### config.mk
export PLATFORM = sky130hd
export DESIGN_NAME = i2hc_top
export DESIGN_NICKNAME = d
export VERILOG_FILES = /design/src/i2hc_pkg.sv /design/src/i2hc_top.sv
export SDC_FILE = /design/constraint.sdc
export NUM_CORES = 1
export LEC_CHECK = 0
export ABC_AREA = 1
export BUFFER_PORTS_ARGS = -buffer_cell sky130_fd_sc_hd__clkbuf_2
export CORE_MARGIN = 2
export CORE_UTILIZATION = 50
export CTS_BUF_LIST = sky130_fd_sc_hd__clkbuf_16
export DETAILED_ROUTE_END_ITERATION = 6
export GPL_TIMING_DRIVEN = 0
export PLACE_DENSITY = 0.76
export SETUP_SLACK_MARGIN = 0.3
export SLEW_MARGIN = 20
export SYNTH_ARGS = -nofsm -noshare
export SYNTH_HDL_FRONTEND = slang
export SYNTH_SLANG_ARGS = --single-unit
export TNS_END_PERCENT = 5
### constraint.sdc
create_clock -name pclk -period 4 [get_ports pclk]
set_input_delay 0.4 -clock pclk [delete_from_list [all_inputs] [get_ports pclk]]
set_output_delay 0.4 -clock pclk [all_outputs]
set_load 0.05 [all_outputs]
### src/i2hc_pkg.sv
// package: register map, fields and types of the i2c host command block
package i2hc_pkg;
  localparam logic [3:0] IDX_CMD_CTRL = 4'h4;
  localparam logic [3:0] IDX_SYNCBUSY = 4'h7;
  localparam logic [3:0] IDX_DBG_CTRL = 4'h8;
  localparam logic [3:0] IDX_SCL_DIV  = 4'ha;
  localparam logic [3:0] IDX_IEN_CLR  = 4'hc;
  localparam logic [3:0] IDX_IEN_SET  = 4'hd;
  localparam logic [3:0] IDX_FLAGS    = 4'he;
  localparam int ADDR_W = 6;
  localparam int POS_CMD       = 16;
  localparam int POS_ACK_ACT   = 18;
  localparam int POS_QUICK_COMMAND_ENABLE      = 9;
  localparam int POS_SMART_READ_ACK_ENABLE      = 8;
  localparam int POS_HALT_DBG  = 0;
  localparam int POS_CLIENT    = 1;
  localparam int POS_HOST      = 0;
  localparam int POS_SYSOP     = 2;
  localparam logic [15:0] RST_SCL_DIV = 16'h0000;
  localparam logic [7:0]  RST_DBG     = 8'h00;
  localparam logic [1:0]  RST_IEN     = 2'h0;
  localparam int SYNC_TIME_NS = 8;
  localparam int CLK_NS       = 4;
  localparam int SYNC_CYCLES  = (SYNC_TIME_NS + CLK_NS - 1) / CLK_NS;
  typedef enum logic [1:0] {
    CMD_NONE  = 2'h0,
    CMD_RSTRT = 2'h1,
    CMD_READ  = 2'h2,
    CMD_STOP  = 2'h3
  } i2hc_cmd_t;
  typedef struct packed {
    logic ack;
    logic nack;
    logic rstart;
    logic send_addr;
    logic read_byte;
    logic stop;
  } i2hc_op_t;
endpackage : i2hc_pkg

### src/i2hc_top.sv
// i2c host command, scl divider and interrupt enable block with apb registers
`timescale 1ns/100ps
module i2hc_top #(
  parameter int SYNC_N = i2hc_pkg::SYNC_CYCLES
) (
  input  wire logic                      pclk,
  input  wire logic                      presetn,
  input  wire logic                      psel,
  input  wire logic                      penable,
  input  wire logic                      pwrite,
  input  wire logic [i2hc_pkg::ADDR_W-1:0] paddr,
  input  wire logic [31:0]               pwdata,
  output logic      [31:0]               prdata,
  output logic                           pready,
  output logic                           pslverr,
  input  wire logic                      periph_enabled,
  input  wire logic                      read_dir,
  input  wire logic                      byte_rx_done,
  input  wire logic                      byte_tx_done,
  input  wire logic                      addr_write,
  input  wire logic                      data_read,
  input  wire logic                      data_write,
  input  wire logic                      debug_halt,
  output i2hc_pkg::i2hc_op_t             op,
  output logic                           scl_hold,
  output logic                           scl_gen,
  output logic                           quick_command_enable,
  output logic                           system_operation_busy,
  output logic                           irq
);
  initial begin
    if (SYNC_N < 1 || SYNC_N > 255) $error("SYNC_N out of range");
  end

  // apb decode
  wire logic [3:0] idx = paddr[i2hc_pkg::ADDR_W-1:2];
  wire logic       wr  = psel && penable && pwrite;
  wire logic       rd  = psel && penable && !pwrite;
  wire logic       hit_cmd  = idx == i2hc_pkg::IDX_CMD_CTRL;
  wire logic       hit_sync = idx == i2hc_pkg::IDX_SYNCBUSY;
  wire logic       hit_dbg  = idx == i2hc_pkg::IDX_DBG_CTRL;
  wire logic       hit_div  = idx == i2hc_pkg::IDX_SCL_DIV;
  wire logic       hit_iclr = idx == i2hc_pkg::IDX_IEN_CLR;
  wire logic       hit_iset = idx == i2hc_pkg::IDX_IEN_SET;
  wire logic       hit_flg  = idx == i2hc_pkg::IDX_FLAGS;
  wire logic       mapped   = hit_cmd || hit_sync || hit_dbg || hit_div
                              || hit_iclr || hit_iset || hit_flg;
  wire logic       aligned  = paddr[1:0] == 2'b00;
  wire logic       ok       = mapped && aligned;

  assign pready  = 1'b1;
  assign pslverr = psel && penable && !ok;

  // registers
  logic        ack_action_reg;
  logic        quick_command_enable_reg;
  logic        smart_read_ack_enable_reg;
  logic        halt_on_debug_reg;
  logic [15:0] scl_div_reg;
  logic [1:0]  ien_reg;
  logic [1:0]  ien_next;
  logic        client_on_bus_flag;
  logic        host_on_bus_flag;
  logic [7:0]  sync_cnt_reg;
  i2hc_pkg::i2hc_op_t op_next;

  wire logic wr_cmd  = wr && ok && hit_cmd;
  wire logic wr_dbg  = wr && ok && hit_dbg;
  wire logic wr_div  = wr && ok && hit_div && !periph_enabled;
  wire logic wr_ctl  = wr_cmd && !periph_enabled;
  wire logic wr_iclr = wr && ok && hit_iclr;
  wire logic wr_iset = wr && ok && hit_iset;
  wire logic wr_flg  = wr && ok && hit_flg;

  // command decode, ack action taken from the same write
  wire logic [1:0] cmd_code = pwdata[i2hc_pkg::POS_CMD +: 2];
  wire logic       ack_new  = pwdata[i2hc_pkg::POS_ACK_ACT];
  wire logic       on_bus   = client_on_bus_flag || host_on_bus_flag;
  wire logic       cmd_go   = wr_cmd && cmd_code != 2'(i2hc_pkg::CMD_NONE)
                              && on_bus;
  wire logic       is_rst   = cmd_code == 2'(i2hc_pkg::CMD_RSTRT);
  wire logic       is_read  = cmd_code == 2'(i2hc_pkg::CMD_READ);
  wire logic       is_stop  = cmd_code == 2'(i2hc_pkg::CMD_STOP);
  wire logic       smart_go = data_read && smart_read_ack_enable_reg && on_bus;
  wire logic       addr_go  = addr_write && on_bus;
  wire logic       flag_rel = cmd_go || smart_go || addr_go || data_write;

  always_comb begin
    op_next = '0;
    if (cmd_go) begin
      op_next.ack       = read_dir && (is_rst || is_stop || is_read);
      op_next.nack      = read_dir && ack_new;
      op_next.rstart    = is_rst;
      op_next.send_addr = is_rst;
      op_next.read_byte = is_read && read_dir;
      op_next.stop      = is_stop;
    end else if (smart_go) begin
      op_next.ack  = read_dir;
      op_next.nack = read_dir && ack_action_reg;
    end else if (addr_go) begin
      op_next.rstart    = 1'b1;
      op_next.send_addr = 1'b1;
    end
  end

  always_ff @(posedge pclk or negedge presetn) begin
    if (!presetn) begin
      op <= '0;
    end else begin
      op <= op_next;
    end
  end

  // control bits
  always_ff @(posedge pclk or negedge presetn) begin
    if (!presetn) begin
      ack_action_reg <= 1'b0;
      quick_command_enable_reg       <= 1'b0;
      smart_read_ack_enable_reg       <= 1'b0;
    end else if (wr_cmd) begin
      ack_action_reg <= ack_new;
      if (wr_ctl) begin
        quick_command_enable_reg <= pwdata[i2hc_pkg::POS_QUICK_COMMAND_ENABLE];
        smart_read_ack_enable_reg <= pwdata[i2hc_pkg::POS_SMART_READ_ACK_ENABLE];
      end
    end
  end
  assign quick_command_enable = quick_command_enable_reg;

  always_ff @(posedge pclk or negedge presetn) begin
    if (!presetn) begin
      halt_on_debug_reg <= i2hc_pkg::RST_DBG[i2hc_pkg::POS_HALT_DBG];
    end else if (wr_dbg) begin
      halt_on_debug_reg <= pwdata[i2hc_pkg::POS_HALT_DBG];
    end
  end

  always_ff @(posedge pclk or negedge presetn) begin
    if (!presetn) begin
      scl_div_reg <= i2hc_pkg::RST_SCL_DIV;
    end else if (wr_div) begin
      scl_div_reg <= pwdata[15:0];
    end
  end

  // one shared enable state behind set and clear views
  always_comb begin
    ien_next = ien_reg;
    if (wr_iclr) begin
      ien_next = ien_reg & ~pwdata[1:0];
    end else if (wr_iset) begin
      ien_next = ien_reg | pwdata[1:0];
    end
  end

  always_ff @(posedge pclk or negedge presetn) begin
    if (!presetn) begin
      ien_reg <= i2hc_pkg::RST_IEN;
    end else begin
      ien_reg <= ien_next;
    end
  end

  // bus-on flags: set wins over any clear
  wire logic clr_client = flag_rel || (wr_flg && pwdata[i2hc_pkg::POS_CLIENT]);
  wire logic clr_host   = flag_rel || (wr_flg && pwdata[i2hc_pkg::POS_HOST]);
  wire logic set_client = byte_rx_done && read_dir;
  wire logic set_host   = byte_tx_done && !read_dir;

  always_ff @(posedge pclk or negedge presetn) begin
    if (!presetn) begin
      client_on_bus_flag <= 1'b0;
      host_on_bus_flag   <= 1'b0;
    end else begin
      client_on_bus_flag <= set_client || (client_on_bus_flag && !clr_client);
      host_on_bus_flag   <= set_host || (host_on_bus_flag && !clr_host);
    end
  end
  assign scl_hold = client_on_bus_flag || host_on_bus_flag;
  assign irq = (client_on_bus_flag && ien_reg[i2hc_pkg::POS_CLIENT])
               || (host_on_bus_flag && ien_reg[i2hc_pkg::POS_HOST]);

  // system operation busy for the crossing time
  always_ff @(posedge pclk or negedge presetn) begin
    if (!presetn) begin
      sync_cnt_reg <= 8'h00;
    end else if (cmd_go || addr_go) begin
      sync_cnt_reg <= 8'(SYNC_N);
    end else if (sync_cnt_reg != 8'h00) begin
      sync_cnt_reg <= sync_cnt_reg - 8'h01;
    end
  end
  assign system_operation_busy = sync_cnt_reg != 8'h00;

  // debug halt input synchroniser
  logic dbg_meta_reg;
  logic dbg_sync_reg;
  always_ff @(posedge pclk or negedge presetn) begin
    if (!presetn) begin
      dbg_meta_reg <= 1'b0;
      dbg_sync_reg <= 1'b0;
    end else begin
      dbg_meta_reg <= debug_halt;
      dbg_sync_reg <= dbg_meta_reg;
    end
  end

  // scl divider
  wire logic [7:0] div_hi  = scl_div_reg[7:0];
  wire logic [7:0] div_lo  = (scl_div_reg[15:8] != 8'h00) ? scl_div_reg[15:8]
                                                          : scl_div_reg[7:0];
  wire logic       halted  = halt_on_debug_reg && dbg_sync_reg;
  logic [7:0] baud_cnt_reg;
  logic       scl_gen_reg;
  wire logic [7:0] phase_end = scl_gen_reg ? div_hi : div_lo;
  wire logic       phase_done = baud_cnt_reg >= phase_end;

  always_ff @(posedge pclk or negedge presetn) begin
    if (!presetn) begin
      baud_cnt_reg <= 8'h00;
      scl_gen_reg  <= 1'b1;
    end else if (!halted) begin
      if (phase_done) begin
        baud_cnt_reg <= 8'h00;
        scl_gen_reg  <= !scl_gen_reg;
      end else begin
        baud_cnt_reg <= baud_cnt_reg + 8'h01;
      end
    end
  end
  assign scl_gen = scl_gen_reg;

  // read mux, command field always reads zero
  wire logic [31:0] rd_cmd  = {13'h0000, ack_action_reg, 2'b00, 6'h00,
                               quick_command_enable_reg, smart_read_ack_enable_reg, 8'h00};
  wire logic [31:0] rd_sync = {29'h0000_0000, system_operation_busy, 2'b00};
  wire logic [31:0] rd_dbg  = {31'h0000_0000, halt_on_debug_reg};
  wire logic [31:0] rd_div  = {16'h0000, scl_div_reg};
  wire logic [31:0] rd_ien  = {30'h0000_0000, ien_reg};
  wire logic [31:0] rd_flg  = {30'h0000_0000, client_on_bus_flag, host_on_bus_flag};
  wire logic [31:0] rd_val  = !ok                 ? 32'h0000_0000 :
                              hit_cmd             ? rd_cmd :
                              hit_sync            ? rd_sync :
                              hit_dbg             ? rd_dbg :
                              hit_div             ? rd_div :
                              (hit_iclr||hit_iset) ? rd_ien : rd_flg;

  always_ff @(posedge pclk or negedge presetn) begin
    if (!presetn) begin
      prdata <= 32'h0000_0000;
    end else if (psel && !penable && !pwrite) begin
      prdata <= rd_val;
    end
  end
endmodule : i2hc_top
==> results.txt, run 1 <==
Run status: complete, no violations
Core region area: 7140 um2
P&R area growth vs syn: 22.2%
Via count of the first global-routing pass: 2716
Arrival time of data at the critical path endpoint: 3.02 ns
Clock period minus worst slack: 2.77 ns
Top-area cell type share of the netlist area: 44.1%
Count of warnings emitted by yosys: 0
Peak fanout along the critical path: 10
Startpoint-to-endpoint class of the critical path: register to register
Starting DRT DRC Count: 116
Worst slack at placement: 1.24 ns
Hold slack final: 0.00289 ns
Detailed-route DRC error count: 0
Power per Cell Area: 434 nW/um2
Netlist area before placement: 3630 um2
Post-detailed-route wirelength per cell: 12.2 um
Flip-flop and latch count after synthesis: 65
Remaining Overflow, GRT: 0
Final setup fails: 0
Ys async rst share: 100%
Number of flip-flops in the largest register: 17
Final Slew Violations: 0
Most frequent cell after synthesis: sky130_fd_sc_hd__nand2_1
Post-Synthesis Mean Instance Area: 8.57 um2
Sequential element share of the synthesized area: 44.8%
Count of non-filler cells in the finished layout: 620
Layout cells sized above 1: 29.2%
Count of cell types in the netlist: 48
Critical path launch point type: register
Initial cell density of the core: 50.9%
I/O Buffers: 66
Number of setup buffers added after CTS: 0
Final Wtd Congestion: 0.880
Latest clock arrival within the worst-skew pair: 0.33 ns
Share of synthesized area spent on multiplexers: 0%
Via count normalized by instance count: 4.77
Row count: 31
Number of enable flip-flop cells after synthesis: 0
Syn Inst Count: 424
Synth Area in XOR/XNOR: 1.69%
Initial antenna violation count: 0
Path category of the worst min-delay check: primary input to async pin
Vias: 2956
Clock Tree Buf Depth: 2
Final worst-path setup slack: 1.23 ns
Antenna cells: 0
Final clock period utilization by the worst path: 69.2%
H-tree levels: 3
Clock tree from TritonCTS: yes
Die width: 89.3 um
CTS Sinks: 65
Path depth of the worst reg2reg path: 14
GRT Resource Usage Total: 20.0%
Num CTS Buffers: 9
Number of inserted filler cells in the final layout: 645
Global-route wire length before repair: 12.3 mm
Worst clock skew: 0.00914 ns
Main combinational cell family by area after synthesis: simple AND/OR/NAND/NOR gates
Synth Area in Adders: 3.79%
Share of the synthesized area in compound gates (AO/OA/AOI/OAI): 14.3%
Sum of net half-perimeters after detailed placement: 6.05 mm
Post-cts resize count: 0
Pre-Repair DR Iteration Count: 4
Share of synthesized cell area in and, or, nand and nor gates: 23.4%
Launching point of the worst reg2reg path: scl_div_reg[13]
Overall routed net length: 7.59 mm
Final sum of negative setup slack: 0 ns
Placed Cells: 604
Worst reg-to-reg setup slack: 1.23 ns
Pin count of the biggest net entering global routing: 43
Cell type with the largest total area after synthesis: sky130_fd_sc_hd__dfrtp_1
Static leakage: 2.40 nW
Crit path required time: 4.26 ns
RSZ-0062 raised after global routing: false
Reg-to-reg endpoint: scl_gen
Area enclosed by the die boundary: 7970 um2
Most frequent cells after synthesis: 93 x sky130_fd_sc_hd__nand2_1, 64 x sky130_fd_sc_hd__dfrtp_1, 59 x sky130_fd_sc_hd__inv_1
Die boundary height: 89.3 um
Flip-flop cell with the highest count after synthesis: sky130_fd_sc_hd__dfrtp_1
Synth top area cells: sky130_fd_sc_hd__dfrtp_1 44%, sky130_fd_sc_hd__nand2_1 9.6%, sky130_fd_sc_hd__inv_1 6.1%
Number of hold violations in the final report: 0
Element type at the critical path end: register
Count of max-cap constraint violations: 0
I/O Pins: 96
Clk pin slew, worst setup/hold paths: 0.05 ns
Final ANT Viol Nets: 0
Nets: 578
Number of hold buffers added after CTS: 0
Fmax: 361 MHz
Max rail drop VDD: 0.000174 V
Library cell used as clock root buffer: sky130_fd_sc_hd__clkbuf_16
-- how the worst max path moves through the flow --
stage                               start         endpoint  slack (ns)  depth (start not counted)
final                     scl_div_reg[13]          scl_gen        1.23                         14
after global routing      scl_div_reg[14]  baud_cnt_reg[7]        0.93                         13
after CTS                 scl_div_reg[14]          scl_gen        1.24                         14
after detailed placement  scl_div_reg[13]          scl_gen        1.24                         14
after global placement    scl_div_reg[14]          scl_gen        1.25                         14
after floorplan           scl_div_reg[14]          scl_gen        1.63                         14
-- kinds of logic (layout without fill, tap and decap cells) --
group           after synthesis  count (layout)
simple gates                176             176
buf+inv                      89             172
compound gates               74              74
flops                        65              65
fa+ha+maj                    11              11
xor+xnor                      7               7
other cells                   2              16
-- per-layer routing --
| metal | vias to the layer above | global-route usage (%) | wire, um | share of wire [%] |
|---|---|---|---|---|
| met4 | 0 | 6.11 | 92 | 1.2 |
| met2 | 79 | 30.4 | 3500 | 46 |
| met5 | - | 0 | 0 | 0 |
| li1 | 1508 | - | - | - |
| met1 | 1360 | 27.9 | 3580 | 47 |
| met3 | 9 | 5.91 | 416 | 5.5 |
-- critical path, stage by stage (launching register included) --
cell and delay [ns]:
sky130_fd_sc_hd__dfrtp_1 0.40, sky130_fd_sc_hd__inv_1 0.11, sky130_fd_sc_hd__nand4_1 0.16, sky130_fd_sc_hd__o41ai_4 0.40, sky130_fd_sc_hd__buf_2 0.27, sky130_fd_sc_hd__o21ai_0 0.10
sky130_fd_sc_hd__ha_1 0.30, sky130_fd_sc_hd__a21oi_1 0.13, sky130_fd_sc_hd__nor2_1 0.05, sky130_fd_sc_hd__a211oi_1 0.25, sky130_fd_sc_hd__nand3_1 0.16, sky130_fd_sc_hd__nand2_1 0.16
sky130_fd_sc_hd__inv_1 0.10, sky130_fd_sc_hd__nand2_1 0.07, sky130_fd_sc_hd__nand2_1 0.05
-- metrics by stage --
step	total power, W	utilization [%]	cell area (um2)
2_1_floorplan	0.00110	-	3690
3_3_place_gp	0.00119	58.0	4140
3_5_place_dp	0.00120	58.3	4160
4_1_cts	0.00194	62.3	4440
5_1_grt	0.00203	62.3	4440
6_report	0.00193	62.3	4440
-- area by class of cell --
type	count	area, um2	share of cell area [%]
Clock buffer	9	225	5.07
Inverter	66	256	5.77
Buffer	23	174	3.91
Timing Repair Buffer	67	353	7.94
Clock inverter	7	53.8	1.21
Sequential cell	65	1630	36.6
Multi-Input combinational cell	284	1630	36.7
Tap cell	99	124	2.79
-- placed cells by master (no fill, tap or decap), drive strengths merged, types with 3 or more instances in the layout --
master,synthesis,final
xnor2,4,4
inv,62,63
clkbuf,2,77
conb,2,16
buf,21,22
ha,11,11
dfrtp,64,64
nor2,39,39
o211ai,3,3
nand3,16,16
nand4,7,7
o21ai,55,55
clkinv,4,9
a21oi,5,5
nor3,6,6
nand2,103,103
xor2,3,3
-- power by group --
group / switching [W] / internal [W]
registers: 0.0000367 / 0.000714
clock network: 0.000264 / 0.000469
logic: 0.000297 / 0.000147
total: 0.000598 / 0.00133
Power figures use the tool's default switching activity.
==> run 2: changes to the inputs <==
==> constraint.sdc (replaced) <==
create_clock -name pclk -period 2.6 [get_ports pclk]
set_input_delay 0.26 -clock pclk [delete_from_list [all_inputs] [get_ports pclk]]
set_output_delay 0.26 -clock pclk [all_outputs]
set_load 0.05 [all_outputs]
==> results.txt, run 2 (synthesized netlist as in run 1, its figures left out) <==
Pin count of the biggest net entering global routing: 43 (unchanged)
Final clock period utilization by the worst path: 99.9% (+31 points)
Fmax: 385 MHz (+6.6%)
Pre-Repair DR Iteration Count: 4 (unchanged)
Vias: 3061 (+3.6%)
Die width: 89.3 um (unchanged)
Final Slew Violations: 0 (unchanged)
Library cell used as clock root buffer: sky130_fd_sc_hd__clkbuf_16
Clock period minus worst slack: 2.60 ns (-0.172 ns)
Static leakage: 2.47 nW (+3.1%)
Global-route wire length before repair: 12.7 mm (+3.7%)
Num CTS Buffers: 9 (unchanged)
P&R area growth vs syn: 28.2%
Run status: complete, no violations
I/O Pins: 96 (unchanged)
Antenna cells: 0 (unchanged)
Arrival time of data at the critical path endpoint: 2.85 ns (-0.17 ns)
Commonest cells after routing, fill and taps aside: 83 x sky130_fd_sc_hd__nand2_1, 65 x sky130_fd_sc_hd__clkbuf_2, 64 x sky130_fd_sc_hd__dfrtp_1
Number of inserted filler cells in the final layout: 617 (-4.3%)
Worst reg-to-reg setup slack: 0.004 ns (-1.23 ns)
Remaining Overflow, GRT: 0 (unchanged)
Final standard cell area without fillers: 4660 um2 (+4.8%)
CTS Sinks: 65 (unchanged)
Final ANT Viol Nets: 0 (unchanged)
Sum of net half-perimeters after detailed placement: 6.20 mm (+2.5%)
Post-detailed-route wirelength per cell: 13.0 um (+6.7%)
Core region area: 7140 um2 (unchanged)
GRT Resource Usage Total: 20.8% (+0.75 points)
Hold slack final: 0.0396 ns (+0.0368 ns)
Starting DRT DRC Count: 193 (+66%)
Clk pin slew, worst setup/hold paths: 0.05 ns (about the same)
Number of flip-flops in the largest register: 17 (unchanged)
Placed instance area: 4170 um2 (+0.24%)
Startpoint-to-endpoint class of the critical path: register to register
Row count: 31 (unchanged)
Initial antenna violation count: 0 (unchanged)
Peak fanout along the critical path: 5 (-5)
Critical path launch point type: register
Most common cell after layout, fill and taps aside: sky130_fd_sc_hd__nand2_1
Nets: 593 (+2.6%)
Final setup fails: 0 (unchanged)
Latest clock arrival within the worst-skew pair: 0.32 ns (about the same)
Via count normalized by instance count: 4.82 (+1.1%)
Area enclosed by the die boundary: 7970 um2 (unchanged)
Initial cell density of the core: 50.9% (unchanged)
Number of instances on the worst hold path: 1
Worst clock skew: 0.00370 ns (-0.00544 ns)
I/O Buffers: 66 (unchanged)
Number of hold violations in the final report: 0 (unchanged)
Power per Cell Area: 643 nW/um2 (+48%)
Count of non-filler cells in the finished layout: 635 (+2.4%)
Path category of the worst min-delay check: primary input to register
Max rail drop VDD: 0.000307 V (+76%)
Placed Cells: 604 (unchanged)
Die boundary height: 89.3 um (unchanged)
Via count of the first global-routing pass: 2752 (+1.3%)
Detailed-route DRC error count: 0 (unchanged)
Element type at the critical path end: register
Path depth of the worst reg2reg path: 18 (+4)
H-tree levels: 3 (unchanged)
Crit path required time: 2.86 ns (-1.40 ns)
Overall routed net length: 8.29 mm (+9.2%)
Clock Tree Buf Depth: 2 (unchanged)
RSZ-0062 raised after global routing: true
Clock tree from TritonCTS: yes
Final Wtd Congestion: 0.904 (+2.6%)
Layout cells sized above 1: 37.5% (+8.3 points)
Count of max-cap constraint violations: 0 (unchanged)
run 2: repair_timing:
| action | in CTS | in global routing |
|---|---|---|
| setup endpoints to repair | 9 | 9 |
| pin swaps | 10 | 24 |
| gates resized for setup | 11 | 32 |
| endpoints found under the hold margin | 23 | 0 |
| hold buffers | 1 | 0 |
| buffers inserted | 8 | 5 |
| cloned | 1 | 0 |
run 2: final cells by class:
| type | count | area [um2] | area share [%] |
|---|---|---|---|
| clock inverters | 7 | 30.0 | 0.645 |
| multi-input cells | 284 | 1740 | 37.4 |
| repair buffers | 82 | 475 | 10.2 |
| inverters | 66 | 259 | 5.56 |
| flip-flops and latches | 65 | 1630 | 34.9 |
| clock buffers | 9 | 225 | 4.83 |
| well taps | 99 | 124 | 2.66 |
| plain buffers | 23 | 176 | 3.79 |
run 2: final timing paths:
path | end | startpoint
worst max register to register | scl_gen | scl_div_reg[14]
max in group asynchronous | scl_gen | presetn
worst min register to register | dbg_sync_reg | dbg_meta_reg
min in group asynchronous | scl_div_reg[7] | presetn
worst min-delay path | dbg_meta_reg | debug_halt
worst max-delay path | scl_gen | scl_div_reg[14]
run 2: routing by layer:
layer / routed length (um) / track usage [%] / vias up
met3: 447 / 3.51 / 23
met5: 0 / 0 / -
li1: - / - / 1540
met1: 3720 / 29.1 / 1403
met4: 243 / 8.14 / 0
met2: 3870 / 32.4 / 95
run 2: metrics by stage:
stage	setup TNS, ns	utilization [%]	worst slack [ns]	power (W)
finish	0	65.3	0.00375	0.00300
global route	-1.04	65.3	-0.149	0.00315
CTS	0	63.4	0.125	0.00292
detailed placement	-1.50	58.5	-0.246	0.00187
global placement	-0.238	58.2	-0.0596	0.00184
floorplan	0	-	0.252	0.00170
run 2: critical path, cell delays in order (launching register included):
cell                      delay, ns
sky130_fd_sc_hd__dfrtp_1       0.42
sky130_fd_sc_hd__inv_2         0.08
sky130_fd_sc_hd__nand4_1       0.15
sky130_fd_sc_hd__o41ai_4       0.39
sky130_fd_sc_hd__buf_4         0.20
sky130_fd_sc_hd__buf_6         0.10
sky130_fd_sc_hd__nand2_2       0.05
sky130_fd_sc_hd__o21ai_2       0.07
sky130_fd_sc_hd__ha_1          0.29
sky130_fd_sc_hd__nand2_1       0.10
sky130_fd_sc_hd__inv_2         0.04
sky130_fd_sc_hd__o21ai_1       0.09
sky130_fd_sc_hd__nand2_1       0.08
sky130_fd_sc_hd__nand2_2       0.11
sky130_fd_sc_hd__nand3_4       0.09
sky130_fd_sc_hd__nand2_4       0.12
sky130_fd_sc_hd__inv_4         0.06
sky130_fd_sc_hd__nand2_2       0.05
sky130_fd_sc_hd__nand2_1       0.05
run 2: where the power goes:
group	leakage (nW)	internal, W	switching [W]
clock network	0.136	0.000624	0.000400
registers	0.880	0.00110	0.0000565
logic	1.45	0.000289	0.000528
total	2.47	0.00201	0.000985
==> run 3: changes to the inputs <==
--- a/config.mk
+++ b/config.mk
@@ -5,14 +5,13 @@
 export SDC_FILE = /design/constraint.sdc
 export NUM_CORES = 1
 export LEC_CHECK = 0
-export ABC_AREA = 1
 export BUFFER_PORTS_ARGS = -buffer_cell sky130_fd_sc_hd__clkbuf_2
 export CORE_MARGIN = 2
 export CORE_UTILIZATION = 50
 export CTS_BUF_LIST = sky130_fd_sc_hd__clkbuf_16
 export DETAILED_ROUTE_END_ITERATION = 6
 export GPL_TIMING_DRIVEN = 0
-export PLACE_DENSITY = 0.76
+export PLACE_DENSITY = 0.77
 export SETUP_SLACK_MARGIN = 0.3
 export SLEW_MARGIN = 20
 export SYNTH_ARGS = -nofsm -noshare
==> results.txt, run 3 <==
Die width: 86.1 um (-3.6%)
Initial cell density of the core: 52.5% (+1.5 points)
Overall routed net length: 7.78 mm (-6.1%)
Crit path required time: 2.81 ns (-0.05 ns)
I/O Buffers: 65 (-1.5%)
Crit-path cells: nor4_4 > a21oi_4 > buf_6 > mux2i_2 > ha_1 > nand2_2 > o41ai_4 > nor2_1 > mux2_2
Cell type with the largest total area after synthesis: sky130_fd_sc_hd__dfrtp_1
Element type at the critical path end: register
Placed instance area: 3900 um2 (-6.6%)
Run status: complete, no violations
Number of inserted filler cells in the final layout: 482 (-22%)
Core utilization of the finished layout: 67.6% (+2.3 points)
Pin count of the biggest net entering global routing: 41 (-4.7%)
Sum of net half-perimeters after detailed placement: 5.50 mm (-11%)
Power per Cell Area: 741 nW/um2 (+15%)
Fmax: 389 MHz (+1.0%)
Area enclosed by the die boundary: 7410 um2 (-7.0%)
Syn Inst Count: 310 (-27%)
Most frequent cells after synthesis: 64 x sky130_fd_sc_hd__dfrtp_1, 28 x sky130_fd_sc_hd__nand2_1, 25 x sky130_fd_sc_hd__mux2_2
Combined flip-flop and latch cell area: 1630 um2 (+0.15%)
Pre-Repair DR Iteration Count: 4 (unchanged)
Detailed-route DRC error count: 0 (unchanged)
Sequential element share of the synthesized area: 48.3% (+3.5 points)
Flip-flop and latch count after synthesis: 65 (unchanged)
Max rail drop VDD: 0.000438 V (+42%)
GRT Resource Usage Total: 21.7% (+0.93 points)
Count of cell types in the netlist: 50 (+4.2%)
RSZ-0062 raised after global routing: true
Core region area: 6420 um2 (-10%)
Library cell used as clock root buffer: sky130_fd_sc_hd__clkbuf_16
Via count normalized by instance count: 5.47 (+13%)
Count of warnings emitted by yosys: 0 (unchanged)
Via count of the first global-routing pass: 2559 (-7.0%)
Row count: 29 (-6.5%)
Slew @ Worst Pin: 0.551 ns
H-tree levels: 3 (unchanged)
Clock period minus worst slack: 2.57 ns (-0.0260 ns)
Top-area cell type share of the netlist area: 47.5% (+3.5 points)
Clock tree from TritonCTS: yes
Latest clock arrival within the worst-skew pair: 0.33 ns (about the same)
Critical Path Max Stage Delay: 0.43 ns (about the same)
Peak fanout along the critical path: 6 (+1)
Post-detailed-route wirelength per cell: 15.9 um (+22%)
Clock Tree Buf Depth: 2 (unchanged)
Ys async rst share: 100% (unchanged)
Startpoint-to-endpoint class of the critical path: register to register
Count of non-filler cells in the finished layout: 490 (-23%)
CTS Sinks: 65 (unchanged)
Multi-input logic area: 1670 um2 (-3.9%)
Num CTS Buffers: 9 (unchanged)
Hold slack final: 0.0328 ns (-0.00689 ns)
Placed Cells: 467 (-23%)
Post-Synthesis Mean Instance Area: 10.9 um2 (+27%)
Static leakage: 2.21 nW (-11%)
Commonest cells after routing, fill and taps aside: 64 x sky130_fd_sc_hd__clkbuf_2, 62 x sky130_fd_sc_hd__dfrtp_1, 26 x sky130_fd_sc_hd__nand2_1
Count of max-cap constraint violations: 0 (unchanged)
Remaining Overflow, GRT: 0 (unchanged)
I/O Pins: 96 (unchanged)
Number of hold violations in the final report: 0 (unchanged)
Global-route wire length before repair: 12.4 mm (-2.6%)
Path category of the worst min-delay check: primary input to register
Standard cell with the maximum stage delay on the critical path: sky130_fd_sc_hd__dfrtp_2
Die boundary height: 86.1 um (-3.6%)
Slew HR: 63.0%
Final Wtd Congestion: 0.831 (-8.0%)
Flip-flop cell with the highest count after synthesis: sky130_fd_sc_hd__dfrtp_1
Clk pin slew, worst setup/hold paths: 0.05 ns (about the same)
Vias: 2679 (-12%)
Number of flip-flops in the largest register: 17 (unchanged)
Layout cells sized above 1: 37.3% (-0.21 points)
Antenna cells: 0 (unchanged)
Final clock period utilization by the worst path: 98.9% (-1.0 points)
Most common cell after layout, fill and taps aside: sky130_fd_sc_hd__clkbuf_2
Arrival time of data at the critical path endpoint: 2.79 ns (-0.06 ns)
Critical path launch point type: register
Worst clock skew: 0.00639 ns (+0.00269 ns)
Synth top area cells: sky130_fd_sc_hd__dfrtp_1 48%, sky130_fd_sc_hd__mux2_2 8.4%, sky130_fd_sc_hd__ha_1 4.1%
Final setup fails: 0 (unchanged)
Final Slew Violations: 0 (unchanged)
Starting DRT DRC Count: 136 (-30%)
Initial antenna violation count: 0 (unchanged)
Nets: 471 (-21%)
Number of enable flip-flop cells after synthesis: 0 (unchanged)
P&R area growth vs syn: 28.8%
Netlist area before placement: 3370 um2 (-7.3%)
Final standard cell area without fillers: 4340 um2 (-6.8%)
Most frequent cell after synthesis: sky130_fd_sc_hd__dfrtp_1
Final sum of negative setup slack: 0 ns (unchanged)
Final ANT Viol Nets: 0 (unchanged)
[run 3: changes by cell type in the layout (fill, tap and decap cells not counted), moves of 12 or more]
cell | previous run | this run
sky130_fd_sc_hd__nand2_1 | 83 | 26
sky130_fd_sc_hd__inv_1 | 53 | 7
sky130_fd_sc_hd__o21ai_2 | 31 | 2
sky130_fd_sc_hd__mux2_2 | 0 | 25
sky130_fd_sc_hd__nand2_2 | 16 | 3
sky130_fd_sc_hd__a22o_1 | 2 | 14
[run 3: final cells by class]
cell class,instances,share of cell area (%)
plain buffers,24,3.84
multi-input cells,228,38.6
flip-flops and latches,65,37.6
clock buffers,9,5.19
clock inverters,6,2.48
repair buffers,74,9.54
well taps,77,2.22
inverters,7,0.606
[run 3: kinds of logic (layout without fill, tap and decap cells)]
family / Yosys count / after routing / share of synthesized area (%)
adders and majority gates: 11 / 11 / 4.08
DFF: 65 / 65 / 48.3
buffers and inverters: 31 / 120 / 5.72
and+or+nand+nor: 103 / 103 / 16.8
other: 2 / 16 / 0.223
muxes: 36 / 36 / 11.6
xor gates and xnor gates: 5 / 5 / 1.30
AOI/OAI and AO/OA: 57 / 57 / 11.9
[run 3: metal layers]
metal	track usage, %	vias up	routed length (um)
li1	-	1280	-
met1	29.5	1293	3460
met2	33.9	90	3700
met3	3.66	16	452
met4	10.4	0	162
met5	0	-	0
[run 3: power by group]
group / internal (W) / switching [W] / leakage (nW) / total [W]
Clock: 0.000926 / 0.000429 / 0.163 / 0.00136
Combinational: 0.000276 / 0.000408 / 1.17 / 0.000685
Sequential: 0.00110 / 0.0000771 / 0.880 / 0.00118
[run 3: per-stage QoR]
stage	setup slack [ns]	total power (W)
floorplan	0.0909	0.00166
finish	0.0298	0.00322
detailed placement	-0.245	0.00182
CTS	0.0298	0.00321
global placement	-0.184	0.00179
global route	-0.0632	0.00334
[run 3: final timing paths]
check	startpoint	endpoint	slack (ns)	cells after the start
hold / removal	debug_halt	dbg_meta_reg	0.03	1
hold reg to reg	dbg_meta_reg	dbg_sync_reg	0.35	0
setup reg to reg	scl_div_reg[8]	baud_cnt_reg[0]	0.03	9
max in group asynchronous	presetn	scl_gen	1.60	3
setup / recovery	scl_div_reg[8]	baud_cnt_reg[0]	0.03	9
min in group asynchronous	presetn	baud_cnt_reg[5]	0.42	2
[run 3: critical path: cells and delay by family (launching register included)]
kind            cells  cell delay [ns]
mux                 2             0.44
simple gates        3             0.57
buf+inv             1             0.16
fa+ha+maj           1             0.32
compound gates      2             0.53
flops               1             0.43
[run 3: what timing repair did]
action / in CTS / in global routing
hold endpoints to repair: 25 / 0
hold buffers: 1 / 0
pin swaps: 4 / 5
endpoints found under the setup margin: 9 / 9
setup buffers: 6 / 1
resized for setup: 4 / 8
